$ cat config.mk
export PLATFORM = sky130hd
export DESIGN_NAME = pmu_ctrl_bank
export DESIGN_NICKNAME = d
export VERILOG_FILES = /design/src/verilog/pmu_ctrl_pkg.sv /design/src/verilog/pmu_ctrl_bank.sv
export VERILOG_INCLUDE_DIRS = /design/src /design/src/verilog
export SDC_FILE = /design/constraint.sdc
export NUM_CORES = 1
export LEC_CHECK = 0
export BUFFER_PORTS_ARGS = -buffer_cell sky130_fd_sc_hd__buf_2
export CAP_MARGIN = 20
export CORE_MARGIN = 8
export CORE_UTILIZATION = 60
export CTS_BUF_LIST = sky130_fd_sc_hd__clkbuf_16
export DETAILED_ROUTE_END_ITERATION = 10
export GPL_ROUTABILITY_DRIVEN = 0
export PLACE_DENSITY_LB_ADDON = 0.1
export SLEW_MARGIN = 20
export SYNTH_ARGS = -nofsm -noshare
export SYNTH_HDL_FRONTEND = slang
export SYNTH_SLANG_ARGS = --single-unit
$ cat constraint.sdc
create_clock -name SYS_CLK_I -period 4.4 [get_ports SYS_CLK_I]
set_input_delay 0.22 -clock SYS_CLK_I [delete_from_list [all_inputs] [get_ports SYS_CLK_I]]
set_output_delay 0.22 -clock SYS_CLK_I [all_outputs]
set_load 0.005 [all_outputs]
$ cat src/verilog/pmu_ctrl_regs.svh
// Purpose: Register map, defaults and timing constants of the PMU control bank.
// Assumes: Clock of 10 MHz; register index equals the serial sub-address.
// Notes: Default words pack register 0x00 in bits 7:0 up to pull-down register 0x0E in bits 119:112; the top byte is unused.
// Contract
// - Release from reset loads variant and pin selected defaults.
// - Converter enable arms startup or acts immediately.
// - Regulator enable arms startup or acts immediately.
// - Sleep bit places regulators in sleep.
// - Converter one set from bit or pin.
// - Converter two set chosen by register only.
// - Two bits pick 32, 64, 128, 256 us.
// - Delay code times step delays turn-on.
// - Delay code 111 means never started; the enable still turns it on once idle.
// - Regulator code maps 1.20V to 3.30V.
// - Low-input code maps 0.80V to 3.30V.
// - Converter code maps 0.80V to 3.00V.
// - Converter pull-down bit enables pull-down.
// - Forced fixed-frequency bit holds PWM operation.
// - Converter mask bit suppresses its OK flag.
// - First regulator mask suppresses its OK flag.
// - General register field positions fixed.
// - Output registers hold delay and voltage codes.
// - Pull-down register bits enable regulator pull-downs.
// - Status reports thermal trip and not-OK bits.
`ifndef PMU_CTRL_REGS_SVH
`define PMU_CTRL_REGS_SVH

`define ADDR_GENERAL 4'h0
`define ADDR_CONV_ONE_A 4'h8
`define ADDR_CONV_ONE_B 4'h9
`define ADDR_CONV_TWO_A 4'hA
`define ADDR_CONV_TWO_B 4'hB
`define ADDR_CONV_MODE 4'hC
`define ADDR_REG_ENABLE 4'hD
`define ADDR_PULLDOWN 4'hE
`define ADDR_STATUS 4'hF

`define GEN_LONG_BIT 7
`define GEN_HALVE_BIT 6
`define GEN_CONV_TWO_ON_BIT 4
`define GEN_CONV_TWO_SEL_BIT 3
`define GEN_CONV_ONE_SEL_BIT 2
`define GEN_SLEEP_BIT 1
`define GEN_CONV_ONE_ON_BIT 0
`define MODE_PDN_ONE_BIT 0
`define MODE_PWM_ONE_BIT 1
`define MODE_PDN_TWO_BIT 4
`define MODE_PWM_TWO_BIT 5
`define MODE_MASK_ONE_BIT 6
`define MODE_MASK_TWO_BIT 7
`define ENA_FIRST_MASK_BIT 7

`define WMASK_GENERAL 8'hDF
`define WMASK_CONV_B 8'hDF
`define WMASK_CONV_MODE 8'hF3
`define WMASK_FULL 8'hFF

`define RST_PULLDOWN 8'h7F
`define RST_STATUS 8'h00
`define CODE_NO_START 3'h7
`define LAST_STEP 3'h6

`define CLK_MHZ 10
`define STEP_US_A 32
`define STEP_US_B 64
`define STEP_US_C 128
`define STEP_US_D 256
`define STEP_CYC_A (`STEP_US_A * `CLK_MHZ)
`define STEP_CYC_B (`STEP_US_B * `CLK_MHZ)
`define STEP_CYC_C (`STEP_US_C * `CLK_MHZ)
`define STEP_CYC_D (`STEP_US_D * `CLK_MHZ)

`define DFLT_V0_HI 128'h007F_7F7F_9151_C804_48A8_999F_BF8C_9959
`define DFLT_V0_LO 128'h007F_7F11_9131_C408_083F_3959_5939_3559
`define DFLT_V1_HI 128'h007F_FBD1_84E6_C4E6_2410_193D_FF1D_1500
`define DFLT_V1_LO 128'h007F_FFD1_880A_C80A_B0B0_9999_7979_9951
`define DFLT_V2_HI 128'h007F_4111_9191_C808_DFF7_E0E0_F9F9_B5DD
`define DFLT_V2_LO 128'h007F_4111_9191_C808_DFF7_E0E0_F9F9_ACDD
`define DFLT_V3_HI 128'h007F_7F11_9151_C808_8888_5FB4_B999_95DD
`define DFLT_V3_LO 128'h007F_7F11_9151_C808_8888_5FB4_B999_95DD
`define DFLT_V4_HI 128'h007F_6411_D151_CA0A_5D5D_E0FD_4CEC_F99D
`define DFLT_V4_LO 128'h007F_6411_D151_CA0A_5D5D_ECFD_4CEC_F99D

`define MV_REGULATOR {128'h3300_3100_3000_2950_2900_2850_2800_2750, \
  128'h2700_2650_2600_2500_2400_2300_2200_2100, \
  128'h2000_1900_1850_1800_1750_1700_1650_1600, \
  128'h1550_1500_1450_1400_1350_1300_1250_1200}
`define MV_LOW_INPUT {128'h3300_3100_3000_2900_2850_2800_2700_2600, \
  128'h2500_2400_2300_2200_2100_2000_1900_1800, \
  128'h1700_1600_1500_1400_1350_1300_1250_1200, \
  128'h1150_1100_1050_1000_0950_0900_0850_0800}
`define MV_CONVERTER {128'h3000_2900_2850_2800_2700_2600_2500_2400, \
  128'h2300_2200_2100_2000_1900_1850_1800_1750, \
  128'h1700_1600_1500_1400_1350_1300_1250_1200, \
  128'h1150_1100_1050_1000_0950_0900_0850_0800}
`define MA_PEAK_LIMIT 64'h1370_1050_0780_0460

`endif

$ cat src/verilog/pmu_ctrl_pkg.sv
// Purpose: Types shared by the PMU control bank.
// Assumes: Nine channels: five regulators, two low-input, two converters.
// Notes: All state lives in one packed struct.
package pmu_ctrl_pkg;

  typedef enum logic [2:0]
  {
    SEQ_OFF = 3'b001,
    SEQ_RUN = 3'b010,
    SEQ_IDLE = 3'b100
  } seq_state_t;

  typedef struct packed
  {
    seq_state_t seq;
    logic load_pend;
    logic [14:0][7:0] regs;
    logic [7:0] status;
    logic [7:0] rdata;
    logic [11:0] step_cyc;
    logic [2:0] step_idx;
    logic [8:0] on;
    logic [8:0][15:0] mv;
    logic [1:0][15:0] peak;
    logic [9:0] conv_code;
    logic [2:0] ok_flag;
  } state_t;

endpackage

$ cat src/verilog/pmu_ctrl_bank.sv
// Purpose: Control register bank and startup sequencer of the PMU.
// Assumes: The serial front end presents decoded byte reads and writes.
// Notes: Channel order is regulators 0-4, low-input 5-6, converters 7-8.
`timescale 1ns/100ps
`include "pmu_ctrl_regs.svh"
module pmu_ctrl_bank
#(
  parameter int VARIANT = 0,
  parameter logic [3:0] REVISION = 4'h0
)
(
  input wire logic SYS_CLK_I,
  input wire logic RST_N_I,
  input wire logic DEFAULT_SET_PIN_I,
  input wire logic VOLTAGE_SET_SELECT_PIN_I,
  input wire logic ACTIVE_REQ_I,
  input wire logic REG_WRITE_I,
  input wire logic REG_READ_I,
  input wire logic [3:0] REG_ADDR_I,
  input wire logic [7:0] REG_WDATA_I,
  input wire logic THERMAL_TRIP_FLAG_I,
  input wire logic [1:0] CONVERTER_OUT_OF_REGULATION_I,
  input wire logic REGULATOR_OUT_OF_REGULATION_I,
  output logic [7:0] REG_RDATA_O,
  output logic [8:0] CHANNEL_ON_O,
  output logic [143:0] CHANNEL_MV_BCD_O,
  output logic [9:0] CONVERTER_VOLTAGE_CODE_O,
  output logic [3:0] CONVERTER_PEAK_LIMIT_O,
  output logic [31:0] CONVERTER_PEAK_MA_BCD_O,
  output logic [1:0] CONVERTER_PULLDOWN_ON_O,
  output logic [1:0] CONVERTER_FORCE_FIXED_FREQ_O,
  output logic [6:0] REGULATOR_PULLDOWN_ON_O,
  output logic REGULATOR_SLEEP_O,
  output logic [1:0] CONVERTER_OK_O,
  output logic FIRST_REGULATOR_OK_O,
  output logic [1:0] SEQ_STATE_IDLE_RUN_O
);
  import pmu_ctrl_pkg::*;

  // Pull-down register comes up at its fixed value; the rest waits for the
  // load that follows release, since the strap may not be read in reset.
  localparam state_t ST_RST = '{
    seq: SEQ_OFF,
    load_pend: 1'b1,
    regs: {`RST_PULLDOWN, 112'h0},
    status: `RST_STATUS,
    default: '0
  };

  state_t st_ff;
  state_t nxt_st;

  logic [8:0] en_w;
  logic [8:0][2:0] code_w;
  logic [8:0] start_w;
  logic [8:0][15:0] mv_w;
  logic [4:0] conv_one_code;
  logic [4:0] conv_two_code;
  logic [11:0] step_len;
  logic [127:0] dflt_w;

  // Tables live in constants because a literal cannot be part-selected.
  localparam logic [511:0] MV_REG_TAB = `MV_REGULATOR;
  localparam logic [511:0] MV_LOW_TAB = `MV_LOW_INPUT;
  localparam logic [511:0] MV_CONV_TAB = `MV_CONVERTER;
  localparam logic [63:0] MA_PEAK_TAB = `MA_PEAK_LIMIT;

  function automatic logic [127:0] dflt(input logic pin_high);
    logic [127:0] d;
    d = pin_high ? `DFLT_V0_HI : `DFLT_V0_LO;
    case (VARIANT)
      1: d = pin_high ? `DFLT_V1_HI : `DFLT_V1_LO;
      2: d = pin_high ? `DFLT_V2_HI : `DFLT_V2_LO;
      3: d = pin_high ? `DFLT_V3_HI : `DFLT_V3_LO;
      4: d = pin_high ? `DFLT_V4_HI : `DFLT_V4_LO;
      default: d = pin_high ? `DFLT_V0_HI : `DFLT_V0_LO;
    endcase
    return d;
  endfunction

  function automatic logic [7:0] wmask(input logic [3:0] addr);
    logic [7:0] m;
    m = `WMASK_FULL;
    case (addr)
      `ADDR_GENERAL: m = `WMASK_GENERAL;
      `ADDR_CONV_ONE_B: m = `WMASK_CONV_B;
      `ADDR_CONV_TWO_B: m = `WMASK_CONV_B;
      `ADDR_CONV_MODE: m = `WMASK_CONV_MODE;
      default: m = `WMASK_FULL;
    endcase
    return m;
  endfunction

  assign dflt_w = dflt(DEFAULT_SET_PIN_I);

  assign conv_one_code =
    (st_ff.regs[`ADDR_GENERAL][`GEN_CONV_ONE_SEL_BIT] ||
     VOLTAGE_SET_SELECT_PIN_I) ?
    st_ff.regs[`ADDR_CONV_ONE_A][4:0] : st_ff.regs[`ADDR_CONV_ONE_B][4:0];
  assign conv_two_code = st_ff.regs[`ADDR_GENERAL][`GEN_CONV_TWO_SEL_BIT] ?
    st_ff.regs[`ADDR_CONV_TWO_A][4:0] : st_ff.regs[`ADDR_CONV_TWO_B][4:0];

  always_comb
  begin
    case (st_ff.regs[`ADDR_GENERAL][`GEN_LONG_BIT:`GEN_HALVE_BIT])
      2'b00: step_len = 12'(`STEP_CYC_A);
      2'b01: step_len = 12'(`STEP_CYC_B);
      2'b10: step_len = 12'(`STEP_CYC_C);
      default: step_len = 12'(`STEP_CYC_D);
    endcase
  end

  genvar ch;
  generate
    for (ch = 0; ch < 9; ch++)
    begin : g_chan
      if (ch < 7)
      begin : g_lin
        assign en_w[ch] = st_ff.regs[`ADDR_REG_ENABLE][ch];
        assign code_w[ch] = st_ff.regs[ch + 1][7:5];
      end
      else if (ch == 7)
      begin : g_c1
        assign en_w[ch] = st_ff.regs[`ADDR_GENERAL][`GEN_CONV_ONE_ON_BIT];
        assign code_w[ch] = st_ff.regs[`ADDR_CONV_ONE_A][7:5];
      end
      else
      begin : g_c2
        assign en_w[ch] = st_ff.regs[`ADDR_GENERAL][`GEN_CONV_TWO_ON_BIT];
        assign code_w[ch] = st_ff.regs[`ADDR_CONV_TWO_A][7:5];
      end
      assign start_w[ch] = en_w[ch] && (code_w[ch] != `CODE_NO_START) &&
        (code_w[ch] <= st_ff.step_idx);
      if (ch < 5)
      begin : g_mv_reg
        assign mv_w[ch] =
          MV_REG_TAB[{st_ff.regs[ch + 1][4:0], 4'h0} +: 16];
      end
      else if (ch < 7)
      begin : g_mv_low
        assign mv_w[ch] =
          MV_LOW_TAB[{st_ff.regs[ch + 1][4:0], 4'h0} +: 16];
      end
      else
      begin : g_mv_conv
        assign mv_w[ch] = MV_CONV_TAB[
          {(ch == 7) ? conv_one_code : conv_two_code, 4'h0} +: 16];
      end
    end
  endgenerate

  always_comb
  begin
    nxt_st = st_ff;
    nxt_st.status = {REVISION, REGULATOR_OUT_OF_REGULATION_I,
                     CONVERTER_OUT_OF_REGULATION_I, THERMAL_TRIP_FLAG_I};
    if (st_ff.load_pend)
    begin
      nxt_st.regs = dflt_w[119:0];
      nxt_st.load_pend = 1'b0;
    end
    else if (REG_WRITE_I && (REG_ADDR_I != `ADDR_STATUS))
    begin
      nxt_st.regs[REG_ADDR_I] = REG_WDATA_I & wmask(REG_ADDR_I);
    end
    if (REG_READ_I)
    begin
      nxt_st.rdata = (REG_ADDR_I == `ADDR_STATUS) ? st_ff.status :
        st_ff.regs[REG_ADDR_I];
    end
    case (st_ff.seq)
      SEQ_OFF:
      begin
        nxt_st.on = '0;
        nxt_st.step_cyc = '0;
        nxt_st.step_idx = '0;
        if (ACTIVE_REQ_I && !st_ff.load_pend)
        begin
          nxt_st.seq = SEQ_RUN;
        end
      end
      SEQ_RUN:
      begin
        nxt_st.on = st_ff.on | start_w;
        if (st_ff.step_idx == `LAST_STEP)
        begin
          nxt_st.seq = SEQ_IDLE;
        end
        else if (st_ff.step_cyc >= step_len - 12'h001)
        begin
          nxt_st.step_cyc = '0;
          nxt_st.step_idx = st_ff.step_idx + 3'h1;
        end
        else
        begin
          nxt_st.step_cyc = st_ff.step_cyc + 12'h001;
        end
        if (!ACTIVE_REQ_I)
        begin
          nxt_st.seq = SEQ_OFF;
          nxt_st.on = '0;
        end
      end
      SEQ_IDLE:
      begin
        nxt_st.on = en_w;
        // Standby drops every channel on the same edge as the state.
        if (!ACTIVE_REQ_I)
        begin
          nxt_st.seq = SEQ_OFF;
          nxt_st.on = '0;
        end
      end
      default:
      begin
        nxt_st.seq = SEQ_OFF;
        nxt_st.on = '0;
      end
    endcase
    nxt_st.mv = mv_w;
    nxt_st.conv_code = {conv_two_code, conv_one_code};
    nxt_st.peak[0] =
      MA_PEAK_TAB[{st_ff.regs[`ADDR_CONV_ONE_B][7:6], 4'h0} +: 16];
    nxt_st.peak[1] =
      MA_PEAK_TAB[{st_ff.regs[`ADDR_CONV_TWO_B][7:6], 4'h0} +: 16];
    nxt_st.ok_flag[0] = !CONVERTER_OUT_OF_REGULATION_I[0] &&
      !st_ff.regs[`ADDR_CONV_MODE][`MODE_MASK_ONE_BIT];
    nxt_st.ok_flag[1] = !CONVERTER_OUT_OF_REGULATION_I[1] &&
      !st_ff.regs[`ADDR_CONV_MODE][`MODE_MASK_TWO_BIT];
    nxt_st.ok_flag[2] = !REGULATOR_OUT_OF_REGULATION_I &&
      !st_ff.regs[`ADDR_REG_ENABLE][`ENA_FIRST_MASK_BIT];
  end

  always_ff @(posedge SYS_CLK_I or negedge RST_N_I)
  begin
    if (!RST_N_I)
    begin
      st_ff <= ST_RST;
    end
    else
    begin
      st_ff <= nxt_st;
    end
  end

  assign REG_RDATA_O = st_ff.rdata;
  assign CHANNEL_ON_O = st_ff.on;
  assign CHANNEL_MV_BCD_O = st_ff.mv;
  assign CONVERTER_VOLTAGE_CODE_O = st_ff.conv_code;
  assign CONVERTER_PEAK_LIMIT_O = {st_ff.regs[`ADDR_CONV_TWO_B][7:6],
                                   st_ff.regs[`ADDR_CONV_ONE_B][7:6]};
  assign CONVERTER_PEAK_MA_BCD_O = st_ff.peak;
  assign CONVERTER_PULLDOWN_ON_O = {
    st_ff.regs[`ADDR_CONV_MODE][`MODE_PDN_TWO_BIT],
    st_ff.regs[`ADDR_CONV_MODE][`MODE_PDN_ONE_BIT]};
  assign CONVERTER_FORCE_FIXED_FREQ_O = {
    st_ff.regs[`ADDR_CONV_MODE][`MODE_PWM_TWO_BIT],
    st_ff.regs[`ADDR_CONV_MODE][`MODE_PWM_ONE_BIT]};
  assign REGULATOR_PULLDOWN_ON_O = st_ff.regs[`ADDR_PULLDOWN][6:0];
  assign REGULATOR_SLEEP_O = st_ff.regs[`ADDR_GENERAL][`GEN_SLEEP_BIT];
  assign CONVERTER_OK_O = st_ff.ok_flag[1:0];
  assign FIRST_REGULATOR_OK_O = st_ff.ok_flag[2];
  assign SEQ_STATE_IDLE_RUN_O = {st_ff.seq == SEQ_IDLE, st_ff.seq == SEQ_RUN};

endmodule

-- After elaboration in Yosys (flattened, before gate mapping)
Cells that the tools add are included.
- reductions and logical operators: 40
- muxes and demuxes: 27
- order comparisons: 12
- shift-type cells: 11
- equality and inequality tests: 25
- bitwise gates (word level): 2
- add/sub/neg operators: 3
- operators with widths (operator ; count):
    $shiftx A512 B10 Y16 const A ; 9
    $mux W120 ; 2
    $shiftx A64 B7 Y16 const A ; 2
    $bwmux W120 ; 1
    $mux W103 ; 1
    $mux W8 ; 5
    $pmux W12 S3 ; 1
    $bmux W8 S4 ; 1
    $demux W8 S4 ; 1
    $pmux W15 S2 ; 1
    $le A3 B3 Y1 ; 9
    $ne A3 B3 Y1 const B ; 9
    $logic_and A1 B1 Y1 ; 24
    $mux W9 ; 2
    $pmux W9 S2 ; 1
    $eq A4 B4 Y1 const B ; 4
    $mux W15 ; 1
    $mux W3 ; 5
    $add A12 B1 Y12 const B ; 1
    $ge A12 B12 Y1 ; 1
    $mux W12 ; 1
    $pmux W6 S2 ; 1
    $sub A12 B1 Y12 const B ; 1
    $mux W5 ; 2
    23 further kinds ; 34
- logic and storage cells: 155
- output and inout port bits: 224
- bits in registers: 349

-- Depth between registers and ports, before layout
- depth after elaboration: 9
- gate-level depth with buffers: 10

-- Worst setup path after synthesis
OpenSTA, ideal clock, no wires.
- path kind: reg2reg
- start: register st_ff[235] (netlist bit)
- end: register st_ff[210] (netlist bit)
- arrival: 2.302 ns
- path slack: 1.999 ns
- library setup time: 0.099 ns
- cell stages (with the launch flop): 10
- cells stage by stage: dfrtp_1 > inv_1 > ha_1 > ha_1 > a211o_1 > a211o_1 > a21o_4 > or2_1 > buf_6 > o311ai_4
- longest elaborated chain between the ends: 7
- elaborated cells on any way between the ends: 9
- classes of those cells: add/sub: 1; order compare: 1; eq/ne: 2; mux: 4; reduce/logical: 1
- ends and longest elaborated chain (item ; line ; text):
    from (decl) ; pmu_ctrl_bank.sv:50 ; state_t st_ff;
    from (signal assigned) ; pmu_ctrl_bank.sv:242 ; st_ff <= nxt_st;
    $eq A2 B2 Y1 (tied with other cells) ; pmu_ctrl_bank.sv:105 ; case (st_ff.regs[`ADDR_GENERAL][`GEN_LONG_BIT:`GEN_HALVE_BIT])
    $pmux W12 S3 (*) ; pmu_ctrl_bank.sv:105 ;
    $sub A12 B1 Y12 (*) ; pmu_ctrl_bank.sv:189 ; else if (st_ff.step_cyc >= step_len - 12'h001)
    $ge A12 B12 Y1 (*) ; pmu_ctrl_bank.sv:189 ;
    $mux W12 (*) ; pmu_ctrl_bank.sv:189 ;
    $mux W15 (*) ; pmu_ctrl_bank.sv:185 ; if (st_ff.step_idx == `LAST_STEP)
    $pmux W15 S2 (*) ; pmu_ctrl_bank.sv:171 ; case (st_ff.seq)
Mark *: on every way between the ends. The rest lies on a longest branch, timed or not. The select of a mux whose other input is x is not followed.
A chain may end at the register's enable or synchronous reset.

-- Worst setup path after layout
- start: register st_ff[235] (netlist bit)
- end: register st_ff[201] (netlist bit)
Same word-level chain as after synthesis.

==> results.md <==
- Yosys printed 0 warnings.
- For this configuration, the core starts out at a cell density of 60.6%.
- The number of nets in the layout is 1,704.
- The count of H-tree levels built during CTS is 1.
- The hold violation total from the final report came to 0.
- The global-route wire length before repair is 61,000 microns.
- Fill cells in the final layout number 2,115.
- The largest incremental delay on the critical path is 480 ps.
- By startpoint and endpoint, the worst setup path is classified as reg2reg.
- The worst pin sits at a relative slew slack of 26.4%.
- The run finished with clean final reports.
- The synthesized design contains 248 register bits.
- Counting I/O delays and the setup requirement, the final critical path takes 2770 ps.
- The clock tree root buffer cell is sky130_fd_sc_hd__clkbuf_16.
- The peak supply drop is 301 uV.
- The category of the worst setup path capture point is a flip-flop.
- After detailed routing, the average wire length per cell comes to 19.5 microns.
- In this design, the largest share of critical-path delay is due to compound AO/OA/AOI/OAI gates.
- The clock reaches the later pin of the worst-skew pair after 550 ps.
- The tool flagged a number of max-cap violations equal to 0.
- From bottom edge to top edge, the die measures 175 microns.
- Setup repair after global routing left no endpoint under its margin.
- The detail route stage leaves a number of antenna-violating nets equal to 0.
- Entering global routing, the biggest net connects 132 pins.
- The final standard cell utilization of the core is 62.7%.
- The fraction of the cycle the final worst path needs is 63.1%.
- The post-synthesis cell area is 15,100 sq um.
- The cell count after synthesis is 1,613.
- The number of pins exceeding their max-slew limit in the final report was 0.
- The routed design has 38,000 microns of wire.
- From synthesis to final layout, the design area changed by 3.54%.
- The setup TNS after final layout is 0 ps.
- The leading register cell type out of synthesis is sky130_fd_sc_hd__dfrtp_1.
- The clock sink total is 248.
- The placeable core region is 24,900 sq um.
- The worst hold margin is 37.2 ps.
- STA classifies the critical path startpoint as a flip-flop.
- Together, buffers and inverters on the worst path number 1.
- The required time of the worst setup path is 4810 ps.
- The critical path data arrival time is 3180 ps.
- Timing would allow up to 360 MHz.
- The maximum fanout encountered on the critical timing path is 8.
- The count of flip-flops with a built-in enable after synthesis is 0.
- The first detailed-routing pass ran for 7 iterations.
- For this run, asynchronously set or reset flops after synthesis account for 100%.
- The number of clock buffers added by TritonCTS is 28.
- Summing the sequential cell areas from Yosys gives 41.2% of the chip area.
- In this run the power density over the cells is 336 nW/um^2.
- The first routing iteration left 1,204 violations.
- On the critical path, the stage with the largest delay is an instance of sky130_fd_sc_hd__o21ai_0.
- Clock skew on the completed layout was measured at 9.24 ps.
- For this design the static power due to leakage is 7.33 nW.
- The overall overflow remaining after global route is 0.
- Walking the worst path, the cells encountered are inv_1, ha_1, xor2_1, ha_1, nand4_1, o21ai_0, a21o_4, or2_1, o21ai_0.
- The slew at the pin closest to its max-slew limit is 1100 ps.
- The overall die area is 30,500 sq um.
- After synthesis, the netlist uses 69 different library cells.
- The global routing usage summed across all routing layers is 24.5%.
- The number of gates given a new drive strength after cts is 0.
- Row generation in the floorplan step produced 58 rows.
- The number of buffers inserted to repair setup after CTS is 0.
- 247 I/O pins were placed.
- The number of global-route vias before repair is 11,100.
- Clock-pin slew was measured on the worst setup and hold paths at 60 ps.
- The average instance in the mapped netlist occupies 9.34 sq um.
- The detailed-route vias per instance is 5.86.
- The quantity of I/O buffers inserted on ports is 158.
- The number of DRC violations after detailed routing is 0.
- The sum of net half-perimeters after detailed placement is 26,500 microns.
- The number of antenna diodes in the final layout is 0.
- The deepest clock path buffer count is 3.
- The initial antenna violation count came to 1.
- The post-route netlist has 16.4% of its cells at a drive strength greater than 1.
- The worst min-delay path class is in2reg.
- The library cell used most frequently in the layout, excluding fill and tap cells, is sky130_fd_sc_hd__dfrtp_1.
- Detailed routing inserted a total of 11,400 vias.
- The floorplan step set the die width to 175 microns.
- Setup violations remaining at the end of the flow were counted as 0.
- TritonCTS built the clock tree.
- The total power is 0.00525 W.
- In the layout the commonest cells are sky130_fd_sc_hd__dfrtp_1 (239), sky130_fd_sc_hd__nand2_1 (209), sky130_fd_sc_hd__buf_2 (157).
## power by group
| part | internal, W | switching (W) | leakage, nW |
|---|---|---|---|
| sequential | 0.00240 | 0.000119 | 2.97 |
| clock | 0.00117 | 0.000909 | 0.424 |
| combinational | 0.000262 | 0.000388 | 3.94 |
## cell type report
type	count	area, sq um	area share [%]
Multi-Input combinational cell	1092	6980	44.7
Clock buffer	29	726	4.65
Inverter	54	203	1.30
Tap cell	330	413	2.65
Clock inverter	20	85.1	0.545
Sequential cell	248	6220	39.8
Timing Repair Buffer	177	983	6.30
## tightest hold or removal path, stage by stage
cell,delay (ps)
sky130_fd_sc_hd__buf_2,110
sky130_fd_sc_hd__mux2i_1,70
sky130_fd_sc_hd__a21oi_1,130
## metrics by stage
stage / cell area, sq um / std cells / worst slack (ps)
after global routing: 15600 / 1950 / 1410
final: 15600 / 1950 / 1630
after floorplan: 15400 / 1701 / 2000
after CTS: 15600 / 1949 / 1630
after global placement: 14700 / 1892 / 1720
after detailed placement: 14700 / 1892 / 1650
## path summary, 6_finish.rpt
check,start,end,slack (ps),cells after the start
worst min register to register,CONVERTER_PEAK_LIMIT_O[1],CONVERTER_PEAK_MA_BCD_O[12],460,0
worst max-delay path,st_ff[235],st_ff[201],1630,9
min in group asynchronous,RST_N_I,CONVERTER_PEAK_MA_BCD_O[9],150,2
worst min-delay path,REG_WDATA_I[5],CONVERTER_FORCE_FIXED_FREQ_O[1],40,3
max in group asynchronous,RST_N_I,CHANNEL_MV_BCD_O[75],2970,4
worst max register to register,st_ff[235],st_ff[201],1630,9
## repair_timing
item                                   CTS  global route
setup endpoints to repair                0             0
endpoints found under the hold margin  133             0
hold buffers                             8             0
## registers in the layout, summed over array words and instances, names as in the netlist, 4 cells and up
signal / cells
st_ff: 91
CHANNEL_MV_BCD_O: 63
code_w: 27
CONVERTER_PEAK_MA_BCD_O: 12
CONVERTER_VOLTAGE_CODE_O: 10
CHANNEL_ON_O: 9
en_w: 9
REG_RDATA_O: 8
REGULATOR_PULLDOWN_ON_O: 7
CONVERTER_PEAK_LIMIT_O: 4
## cell usage after synthesis, types with 5 or more instances
master	number	area share, %
sky130_fd_sc_hd__xor2_1	5	0.29
sky130_fd_sc_hd__dfstp_2	9	1.6
sky130_fd_sc_hd__a21o_1	5	0.25
sky130_fd_sc_hd__o211ai_1	23	1.1
sky130_fd_sc_hd__clkbuf_1	67	1.7
sky130_fd_sc_hd__buf_2	10	0.33
sky130_fd_sc_hd__inv_1	51	1.3
sky130_fd_sc_hd__and3_1	9	0.37
sky130_fd_sc_hd__dfrtp_1	239	40
sky130_fd_sc_hd__nand4_1	8	0.33
sky130_fd_sc_hd__a22o_1	6	0.35
sky130_fd_sc_hd__nand2b_1	21	0.87
sky130_fd_sc_hd__a31oi_1	8	0.33
sky130_fd_sc_hd__a31o_2	5	0.29
sky130_fd_sc_hd__mux2i_1	59	3.9
sky130_fd_sc_hd__ha_1	80	6.6
sky130_fd_sc_hd__o31ai_2	6	0.50
sky130_fd_sc_hd__nor2b_1	28	1.2
sky130_fd_sc_hd__a21oi_1	118	3.9
sky130_fd_sc_hd__nand2_1	209	5.2
sky130_fd_sc_hd__nand3_1	102	3.4
sky130_fd_sc_hd__a32o_1	5	0.33
sky130_fd_sc_hd__o21a_1	12	0.60
sky130_fd_sc_hd__a211oi_1	11	0.55
sky130_fd_sc_hd__buf_1	8	0.20
sky130_fd_sc_hd__o21ai_0	93	3.1
sky130_fd_sc_hd__mux2_2	12	0.90
sky130_fd_sc_hd__o221ai_1	10	0.58
sky130_fd_sc_hd__nand3b_1	7	0.35
sky130_fd_sc_hd__nor2_1	64	1.6
sky130_fd_sc_hd__a311oi_1	9	0.52
sky130_fd_sc_hd__and2_1	10	0.42
sky130_fd_sc_hd__buf_4	220	11
sky130_fd_sc_hd__mux4_2	20	3.0
## cells by family after synthesis
kind of cell	Yosys count	synth area share, %
buffers and inverters	361	14.7
flip-flops	248	41.2
other	1	0.0249
AND/OR/NAND/NOR	481	14.8
AO/OA/AOI/OAI	342	14.3
XOR/XNOR	7	0.407
multiplexers	91	7.80
adder cells (fa/ha/maj)	82	6.77
## per-layer routing
layer  global-route usage [%]  wire [microns]
met4                     7.52            1120
met1                     33.8           16200
met5                        0              13
met2                     37.9           17100
met3                     5.45            3510
Power figures use the tool's default switching activity.
